[config.mk]
export PLATFORM = sky130hd
export DESIGN_NAME = pie_port_irq
export DESIGN_NICKNAME = d
export VERILOG_FILES = /design/src/pie_flag_cell.v /design/src/pie_port_irq.v
export VERILOG_INCLUDE_DIRS = /design/src /design/src/src
export SDC_FILE = /design/constraint.sdc
export NUM_CORES = 1
export LEC_CHECK = 0
export BUFFER_PORTS_ARGS = -buffer_cell sky130_fd_sc_hd__buf_2
export CAP_MARGIN = 5
export CORE_MARGIN = 2
export CORE_UTILIZATION = 47
export DETAILED_ROUTE_END_ITERATION = 10
export MAX_ROUTING_LAYER = met4
export PLACE_DENSITY = 0.9
export SYNTH_ARGS = -nofsm -noshare
export SYNTH_HDL_FRONTEND = slang
export SYNTH_HIERARCHICAL = 1
export SYNTH_SLANG_ARGS = --single-unit
[constraint.sdc]
create_clock -name core_clk -period 2.2 [get_ports core_clk]
set_clock_uncertainty 0.1 [all_clocks]
set_input_delay 0.44 -clock core_clk [delete_from_list [all_inputs] [get_ports core_clk]]
set_output_delay 0.44 -clock core_clk [all_outputs]
set_load 0.1 [all_outputs]
[src/pie_port_irq_map.vh]
// Function
// - Enabled active condition with global enable interrupts.
// - Status bits set regardless of enable bits.
// - Enable bit layout mirrors status bit layout.
// - Bit 31 gates cold presence; else zero.
// - Bit 30 gates task file error.
// - Bit 29 gates host bus fatal error.
// - Bit 28 gates host bus data error.
// - Bit 27 gates link fatal error.
// - Bit 26 gates link non-fatal error.
// - Bit 24 gates receive overflow.
// - Bit 23 gates incorrect port multiplier.
// - Bit 22 gates phy ready change.
// - Bit 7 gates mechanical switch; else zero.
// - Bit 6 gates port connect change.
// - Bit 5 gates descriptor processed.
// - Bit 4 gates unknown frame received.
// - Bit 3 gates set device bits frame.
// - Bit 2 gates DMA setup frame.
// - Bit 1 gates PIO setup frame.
// - Bit 0 gates device-to-host register frame.
`ifndef PIE_PORT_IRQ_MAP_VH
`define PIE_PORT_IRQ_MAP_VH

// Register offsets in bytes.
`define PIE_OFS_STATUS 8'h10
`define PIE_OFS_ENABLE 8'h14
`define PIE_OFS_PENDING 8'h3c

// Bit positions shared by the status and enable registers.
`define PIE_BIT_COLD 31
`define PIE_BIT_TASKFILE 30
`define PIE_BIT_HB_FATAL 29
`define PIE_BIT_HB_DATA 28
`define PIE_BIT_LINK_FATAL 27
`define PIE_BIT_LINK_NONFATAL 26
`define PIE_BIT_OVERFLOW 24
`define PIE_BIT_BAD_MULT 23
`define PIE_BIT_PHY_READY 22
`define PIE_BIT_MECH 7
`define PIE_BIT_CONNECT 6
`define PIE_BIT_DESC_DONE 5
`define PIE_BIT_UNKNOWN 4
`define PIE_BIT_SET_DEV 3
`define PIE_BIT_DMA_SETUP 2
`define PIE_BIT_PIO_SETUP 1
`define PIE_BIT_D2H_REG 0

// Implemented bit positions; bit 25 and bits 21 to 8 are reserved.
`define PIE_IMPL_MASK 32'hfdc0_00ff
// Status bits that mirror a level held elsewhere instead of latching.
`define PIE_MIRROR_MASK 32'h0040_0050

// Reset values.
`define PIE_ENABLE_RESET 32'h0000_0000
`define PIE_STATUS_RESET 32'h0000_0000

`endif

[src/pie_flag_cell.v]
`timescale 1ns/100ps
// One status flag with its set, clear and mirror behaviour.
module pie_flag_cell #(
    parameter PRESENT = 1'b1,
    parameter MIRROR = 1'b0
) (
    // Clock and reset.
    input wire core_clk,
    input wire rst,
    // Event side.
    input wire set_pulse,
    input wire mirror_level,
    // Software side.
    input wire clear_pulse,
    // Stored flag.
    output wire flag
);

    reg flag_reg;
    reg flag_next;

    // A set arriving with a clear wins, so no event is lost.
    always @* begin
        if (!PRESENT) begin
            flag_next = 1'b0;
        end else if (MIRROR) begin
            flag_next = mirror_level;
        end else if (set_pulse) begin
            flag_next = 1'b1;
        end else if (clear_pulse) begin
            flag_next = 1'b0;
        end else begin
            flag_next = flag_reg;
        end
    end

    // The flag register itself.
    always @(posedge core_clk or posedge rst) begin
        if (rst) begin
            flag_reg <= 1'b0;
        end else begin
            flag_reg <= flag_next;
        end
    end

    assign flag = flag_reg;

endmodule

[src/pie_port_irq.v]
// Strobed register access is this design's own decision.
`timescale 1ns/100ps
`include "pie_port_irq_map.vh"
// Per-port interrupt status, enable and request logic.
module pie_port_irq #(
    parameter HAS_COLD_PRESENCE = 1'b1,
    parameter HAS_MECH_SWITCH = 1'b1
) (
    // Clock and reset.
    input wire core_clk,
    input wire rst,
    // Register port.
    input wire [7:0] reg_addr,
    input wire [31:0] reg_wdata,
    input wire reg_wr,
    input wire reg_rd,
    output wire [31:0] reg_rdata,
    // Event sources, one-cycle pulses per status bit.
    input wire [31:0] flag_set,
    // Levels that mirrored status bits follow.
    input wire [31:0] flag_mirror,
    // Global enable from the adapter control logic.
    input wire global_irq_enable,
    // Interrupt request to the aggregation logic.
    output wire port_irq
);

    // Bits that exist in this build, after the optional sources.
    localparam [31:0] IMPL_MASK = `PIE_IMPL_MASK
        & ~({31'h0000_0000, ~HAS_COLD_PRESENCE} << `PIE_BIT_COLD)
        & ~({31'h0000_0000, ~HAS_MECH_SWITCH} << `PIE_BIT_MECH);
    localparam [31:0] MIRROR_MASK = `PIE_MIRROR_MASK;

    reg [31:0] port_irq_enable_reg;
    reg [31:0] port_irq_enable_next;
    reg [31:0] rdata_reg;
    reg [31:0] rdata_next;
    reg irq_reg;
    wire irq_next;
    wire [31:0] port_irq_status_reg;
    wire [31:0] status_clear;
    wire [31:0] pending;
    wire hit_status;
    wire hit_enable;
    wire hit_pending;

    // Address decode of the three registers.
    assign hit_status = (reg_addr == `PIE_OFS_STATUS);
    assign hit_enable = (reg_addr == `PIE_OFS_ENABLE);
    assign hit_pending = (reg_addr == `PIE_OFS_PENDING);

    // Only implemented bits take a write; reserved ones stay zero.
    always @* begin
        port_irq_enable_next = port_irq_enable_reg;
        if (reg_wr && hit_enable) begin
            port_irq_enable_next = reg_wdata & IMPL_MASK;
        end
    end

    // Enable register starts with every source masked.
    always @(posedge core_clk or posedge rst) begin
        if (rst) begin
            port_irq_enable_reg <= `PIE_ENABLE_RESET;
        end else begin
            port_irq_enable_reg <= port_irq_enable_next;
        end
    end

    // Writing ones to the status register clears latched flags.
    assign status_clear = (reg_wr && hit_status) ?
        (reg_wdata & ~MIRROR_MASK) : 32'h0000_0000;

    // One flag cell per status bit, at the same place as its enable.
    genvar i;
    generate
        for (i = 0; i < 32; i = i + 1) begin : g_flag
            pie_flag_cell #(
                .PRESENT(IMPL_MASK[i]),
                .MIRROR(MIRROR_MASK[i])
            ) u_cell (
                .core_clk(core_clk),
                .rst(rst),
                .set_pulse(flag_set[i]),
                .mirror_level(flag_mirror[i]),
                .clear_pulse(status_clear[i]),
                .flag(port_irq_status_reg[i])
            );
        end
    endgenerate

    // Named enables, taken from the enable register.
    wire cold_presence_irq_en;
    wire taskfile_err_irq_en;
    wire hostbus_fatal_irq_en;
    wire hostbus_data_err_irq_en;
    wire link_fatal_irq_en;
    wire link_nonfatal_irq_en;

    // Link and port change events.
    wire overflow_irq_en;
    wire bad_multiplier_irq_en;
    wire phy_ready_change_irq_en;
    wire mech_switch_irq_en;
    wire connect_change_irq_en;

    // Frame and transfer events.
    wire descriptor_done_irq_en;
    wire unknown_frame_irq_en;
    wire set_dev_bits_irq_en;
    wire dma_setup_irq_en;
    wire pio_setup_irq_en;
    wire d2h_reg_irq_en;

    // Enable bits sit where their status bits sit.
    assign cold_presence_irq_en = port_irq_enable_reg[`PIE_BIT_COLD];
    assign taskfile_err_irq_en = port_irq_enable_reg[`PIE_BIT_TASKFILE];
    assign hostbus_fatal_irq_en = port_irq_enable_reg[`PIE_BIT_HB_FATAL];
    assign hostbus_data_err_irq_en = port_irq_enable_reg[`PIE_BIT_HB_DATA];
    assign link_fatal_irq_en = port_irq_enable_reg[`PIE_BIT_LINK_FATAL];
    assign link_nonfatal_irq_en =
        port_irq_enable_reg[`PIE_BIT_LINK_NONFATAL];

    // Enables of the link and port change events.
    assign overflow_irq_en = port_irq_enable_reg[`PIE_BIT_OVERFLOW];
    assign bad_multiplier_irq_en = port_irq_enable_reg[`PIE_BIT_BAD_MULT];
    assign phy_ready_change_irq_en =
        port_irq_enable_reg[`PIE_BIT_PHY_READY];
    assign mech_switch_irq_en = port_irq_enable_reg[`PIE_BIT_MECH];
    assign connect_change_irq_en = port_irq_enable_reg[`PIE_BIT_CONNECT];

    // Enables of the frame and transfer events.
    assign descriptor_done_irq_en =
        port_irq_enable_reg[`PIE_BIT_DESC_DONE];
    assign unknown_frame_irq_en = port_irq_enable_reg[`PIE_BIT_UNKNOWN];
    assign set_dev_bits_irq_en = port_irq_enable_reg[`PIE_BIT_SET_DEV];
    assign dma_setup_irq_en = port_irq_enable_reg[`PIE_BIT_DMA_SETUP];
    assign pio_setup_irq_en = port_irq_enable_reg[`PIE_BIT_PIO_SETUP];
    assign d2h_reg_irq_en = port_irq_enable_reg[`PIE_BIT_D2H_REG];

    // Named status flags, taken from the flag cells.
    wire cold_presence_flag;
    wire taskfile_err_flag;
    wire hostbus_fatal_flag;
    wire hostbus_data_err_flag;
    wire link_fatal_flag;
    wire link_nonfatal_flag;

    // Link and port change flags.
    wire overflow_flag;
    wire bad_multiplier_flag;
    wire phy_ready_change_flag;
    wire mech_switch_flag;
    wire connect_change_flag;

    // Frame and transfer flags.
    wire descriptor_done_flag;
    wire unknown_frame_flag;
    wire set_dev_bits_flag;
    wire dma_setup_flag;
    wire pio_setup_flag;
    wire d2h_reg_flag;

    // Status flags by source.
    assign cold_presence_flag = port_irq_status_reg[`PIE_BIT_COLD];
    assign taskfile_err_flag = port_irq_status_reg[`PIE_BIT_TASKFILE];
    assign hostbus_fatal_flag = port_irq_status_reg[`PIE_BIT_HB_FATAL];
    assign hostbus_data_err_flag = port_irq_status_reg[`PIE_BIT_HB_DATA];
    assign link_fatal_flag = port_irq_status_reg[`PIE_BIT_LINK_FATAL];
    assign link_nonfatal_flag =
        port_irq_status_reg[`PIE_BIT_LINK_NONFATAL];

    // Flags of the link and port change events.
    assign overflow_flag = port_irq_status_reg[`PIE_BIT_OVERFLOW];
    assign bad_multiplier_flag = port_irq_status_reg[`PIE_BIT_BAD_MULT];
    assign phy_ready_change_flag = port_irq_status_reg[`PIE_BIT_PHY_READY];
    assign mech_switch_flag = port_irq_status_reg[`PIE_BIT_MECH];
    assign connect_change_flag = port_irq_status_reg[`PIE_BIT_CONNECT];

    // Flags of the frame and transfer events.
    assign descriptor_done_flag = port_irq_status_reg[`PIE_BIT_DESC_DONE];
    assign unknown_frame_flag = port_irq_status_reg[`PIE_BIT_UNKNOWN];
    assign set_dev_bits_flag = port_irq_status_reg[`PIE_BIT_SET_DEV];
    assign dma_setup_flag = port_irq_status_reg[`PIE_BIT_DMA_SETUP];
    assign pio_setup_flag = port_irq_status_reg[`PIE_BIT_PIO_SETUP];
    assign d2h_reg_flag = port_irq_status_reg[`PIE_BIT_D2H_REG];

    // Gated terms: enable, flag and global enable must all be high.
    wire cold_presence_irq;
    wire taskfile_err_irq;
    wire hostbus_fatal_irq;
    wire hostbus_data_err_irq;
    wire link_fatal_irq;
    wire link_nonfatal_irq;

    // Gated link and port change events.
    wire overflow_irq;
    wire bad_multiplier_irq;
    wire phy_ready_change_irq;
    wire mech_switch_irq;
    wire connect_change_irq;

    // Gated frame and transfer events.
    wire descriptor_done_irq;
    wire unknown_frame_irq;
    wire set_dev_bits_irq;
    wire dma_setup_irq;
    wire pio_setup_irq;
    wire d2h_reg_irq;

    // Each source is masked by its own enable and by the global one.
    // A device showed up on a port that was powered down.
    assign cold_presence_irq =
        cold_presence_irq_en & cold_presence_flag & global_irq_enable;

    // The attached device reported an error in its status.
    assign taskfile_err_irq =
        taskfile_err_irq_en & taskfile_err_flag & global_irq_enable;

    // A fatal error on the host bus stopped a transfer.
    assign hostbus_fatal_irq =
        hostbus_fatal_irq_en & hostbus_fatal_flag & global_irq_enable;

    // A data error was seen while moving data over the host bus.
    assign hostbus_data_err_irq = hostbus_data_err_irq_en
        & hostbus_data_err_flag & global_irq_enable;

    // An error on the serial link that the port could not survive.
    assign link_fatal_irq =
        link_fatal_irq_en & link_fatal_flag & global_irq_enable;

    // An error on the serial link that the port worked through.
    assign link_nonfatal_irq =
        link_nonfatal_irq_en & link_nonfatal_flag & global_irq_enable;

    // More bytes came in than the command had room for.
    assign overflow_irq =
        overflow_irq_en & overflow_flag & global_irq_enable;

    // A frame came from a device that had no command outstanding.
    assign bad_multiplier_irq = bad_multiplier_irq_en
        & bad_multiplier_flag & global_irq_enable;

    // The physical layer ready state changed; this flag is mirrored.
    assign phy_ready_change_irq = phy_ready_change_irq_en
        & phy_ready_change_flag & global_irq_enable;

    // The mechanical presence switch was opened or closed.
    assign mech_switch_irq =
        mech_switch_irq_en & mech_switch_flag & global_irq_enable;

    // The connect state of the port changed; this flag is mirrored.
    assign connect_change_irq = connect_change_irq_en
        & connect_change_flag & global_irq_enable;

    // A descriptor marked for notice has moved all of its data.
    assign descriptor_done_irq = descriptor_done_irq_en
        & descriptor_done_flag & global_irq_enable;

    // An unknown frame was stored to memory; this flag is mirrored.
    assign unknown_frame_irq = unknown_frame_irq_en
        & unknown_frame_flag & global_irq_enable;

    // A set device bits frame was stored to memory.
    assign set_dev_bits_irq =
        set_dev_bits_irq_en & set_dev_bits_flag & global_irq_enable;

    // A DMA setup frame was stored to memory.
    assign dma_setup_irq =
        dma_setup_irq_en & dma_setup_flag & global_irq_enable;

    // A PIO setup frame was stored and its data were moved.
    assign pio_setup_irq =
        pio_setup_irq_en & pio_setup_flag & global_irq_enable;

    // A device-to-host register frame was stored to memory.
    assign d2h_reg_irq =
        d2h_reg_irq_en & d2h_reg_flag & global_irq_enable;

    // Gated terms gathered back into the shared bit layout.
    assign pending = {
        // Error sources, bits 31 to 26.
        cold_presence_irq,
        taskfile_err_irq,
        hostbus_fatal_irq,
        hostbus_data_err_irq,
        link_fatal_irq,
        link_nonfatal_irq,
        // Reserved bit 25, then the link events in bits 24 to 22.
        1'b0,
        overflow_irq,
        bad_multiplier_irq,
        phy_ready_change_irq,
        // Reserved bits 21 to 8.
        14'h0000,
        // Frame and change events, bits 7 to 0.
        mech_switch_irq,
        connect_change_irq,
        descriptor_done_irq,
        unknown_frame_irq,
        set_dev_bits_irq,
        dma_setup_irq,
        pio_setup_irq,
        d2h_reg_irq
    };

    // Any gated term raises the request; none left drops it.
    assign irq_next = |pending;

    // The request leaves through a flip-flop, one cycle after its cause.
    always @(posedge core_clk or posedge rst) begin
        if (rst) begin
            irq_reg <= 1'b0;
        end else begin
            irq_reg <= irq_next;
        end
    end

    // Read data for the addressed register; unmapped reads give zero.
    always @* begin
        rdata_next = 32'h0000_0000;
        if (reg_rd) begin
            if (hit_status) begin
                rdata_next = port_irq_status_reg;
            end else if (hit_enable) begin
                rdata_next = port_irq_enable_reg & IMPL_MASK;
            end else if (hit_pending) begin
                rdata_next = pending;
            end
        end
    end

    // Read data stand only in the cycle after the read strobe.
    always @(posedge core_clk or posedge rst) begin
        if (rst) begin
            rdata_reg <= 32'h0000_0000;
        end else begin
            rdata_reg <= rdata_next;
        end
    end

    assign reg_rdata = rdata_reg;
    assign port_irq = irq_reg;

endmodule

==> metrics.cfg <==
[worst_setup_path]
path_cells = buf_2 -> or4b_4 -> or3_4 -> nor4_4 -> buf_4 -> and2_1 -> inv_1 -> a21o_1
crit_fanout = 7
critical_path_arrival_ns = 2.32
required_ns = 2.33
slowest_delay_ns = 0.59
cp.depth = 8
r2r_cells = 4
critPathCaptureType = flip-flop
path_class = in -> reg
cp_num_buf_inv = 3
worst_setup_path_start_kind = primary input
slowest_stage = or4b_4
critPathTopFamily = simple AND/OR/NAND/NOR gates

[routing]
via_per_inst = 4.938
first_pass_iters = 4
drtIter0Drc = 108
post_drt_wl_per_cell_um = 14.96
drt.antenna.violating_nets = 0
vias = 2148
wirelength_um = 6506
drc = 0

[finish]
largest_reg_flops = 32
fin_util_pct = 58.44
syn_to_final_growth_pct = 22.01
regArea_sq_mm = 0.001677
antenna_cells = 0
fillers = 530
drive_above_1_share_pct = 34.64
stdcell_area_sq_mm = 0.003669
multi_input_area_sq_mm = 0.001054
nets = 463

[grt]
met1_usage_pct = 24.22
grt_use_met3_pct = 3.858
grt_max_degree = 30
met2_usage_pct = 30.84
grt_pass1_vias = 2153
grt_first_pass_wirelength_um = 10350
grt_antenna_before_repair = 0
grt-busiest-layer = met2
grtUsageTotal_pct = 19.83
grt-ovfl-total = 0

[timing]
max_freq_mhz = 457.8
worst_slack_ns = 0.01583
fin_crit_ns = 2.184
finalHoldViolCount = 0
finalSetupViolations = 0
period_share_pct = 99.28
slew_viol_final = 0
timing.slew.headroom_pct = 65.82
worstMarginPinSlew_ns = 0.5081
fin_hold_ws_ns = 0.09529
rsz0062_at_grt = true

[power_and_ir_drop]
swShare_pct = 23.18
intPower_uw = 1909
p_switching_uw = 575.8
seqPwrFrac_pct = 51.2
p_per_area_mw_per_mm2 = 677.3
clkPwrFrac_pct = 40.8
vdd.ir_drop.worst_v = 0.0003936
combPwrFrac_pct = 8.0
p_leak_uw = 0.001930

[floorplanning]
ios = 142
rows = 29
die_x_um = 83.98
fp.dieH_um = 83.98
core-area_sq_mm = 0.006277
die_area_sq_mm = 0.007053
start_util_pct = 47.90

[flow_run]
drv_cap = 0

[clock_tree]
numCtsBuffers = 9
clk_path_buf_depth = 2
clockRootBuffer = clkbuf_8
cts.sinks = 67
cts_tree = built
clk_pin_slew_ns = 0.07
clk_latency_ns = 0.34
htreeDepth = 3
post_cts_buffers = 0

[synth]
synth_cells = 277
ys_warn_count = 6
syn_area_sq_mm = 0.003007
syn_area_per_cell_sq_um = 10.85
synth_fp_nets = 386

[placement]
postPlaceCellArea_sq_mm = 0.003438
port_buffers = 79
dpl.hpwl_um = 4693
pre_cts_slack_ns = -0.3332
gp_congestion = 0.9006

[min_path]
hold_path_depth = 1
min_path_type = in -> reg

[outcome]
status = complete, no violations

## layer usage
| metal | vias up | routed length (um) |
|---|---|---|
| met5 | - | 0 |
| met4 | 0 | 170 |
| met3 | 14 | 299 |
| met2 | 69 | 3270 |
| met1 | 1035 | 2766 |
| li1 | 1030 | - |
## power groups by stage
stage | Clock [uW] | Combinational, uW | Sequential (uW)
2_1_floorplan | 0 | 97.7 | 1320
3_3_place_gp | 0 | 191 | 1290
3_5_place_dp | 0 | 196 | 1290
4_1_cts | 1030 | 199 | 1270
5_1_grt | 1100 | 220 | 1270
6_report | 1010 | 200 | 1270
## cells in the final DEF, fill, tap and decap left out, types with 2 or more instances in the layout
| cell type | count |
|---|---|
| buf_12 | 2 |
| nand4_1 | 3 |
| dfrtp_1 | 67 |
| a22oi_1 | 7 |
| nand2_1 | 11 |
| a21o_1 | 14 |
| o22ai_1 | 8 |
| o21ai_0 | 6 |
| and2_1 | 29 |
| mux2i_1 | 8 |
| inv_1 | 38 |
| clkbuf_8 | 11 |
| conb_1 | 15 |
| nand3_1 | 5 |
| and3_1 | 2 |
| mux2_2 | 16 |
| nor4_4 | 2 |
| a22o_1 | 4 |
| clkbuf_1 | 2 |
| buf_2 | 79 |
| a21oi_1 | 4 |
| buf_4 | 6 |
## metrics by stage
stage	cells	total power (uW)	setup TNS, ns
after global routing	435	2589	-0.006005
after detailed placement	418	1491	-9.148
after floorplan	277	1422	-6.475
after CTS	434	2505	0
final	435	2485	0
after global placement	418	1483	-7.989
## layout make-up
class                      instances  share of cell area, %
sequential                        67                  45.70
clock inverter                     2                 0.9550
inverter                          39                  3.990
timing repair buffer              89                  13.68
tap                               77                  2.626
clock buffer                      13                  4.332
multi-input combinational        148                  28.72
## final timing paths
kind                                           end                  start  slack [ns]
setup / recovery            g_flag[29].u_cell/flag            reg_addr[5]        0.02
hold / removal              g_flag[22].u_cell/flag        flag_mirror[22]         0.1
setup reg to reg                          port_irq  g_flag[2].u_cell/flag        0.85
hold reg to reg              g_flag[3].u_cell/flag  g_flag[3].u_cell/flag        0.42
max in group asynchronous  port_irq_enable_reg[28]                    rst        0.73
min in group asynchronous   g_flag[22].u_cell/flag                    rst        0.56
## repair_timing
action                                  in CTS  in global routing
hold buffers                                 1                  0
endpoints found under the hold margin       16                  0
endpoints found under the setup margin       0                 14
gates resized for setup                      0                  7
(Power assumes the default switching activity.)
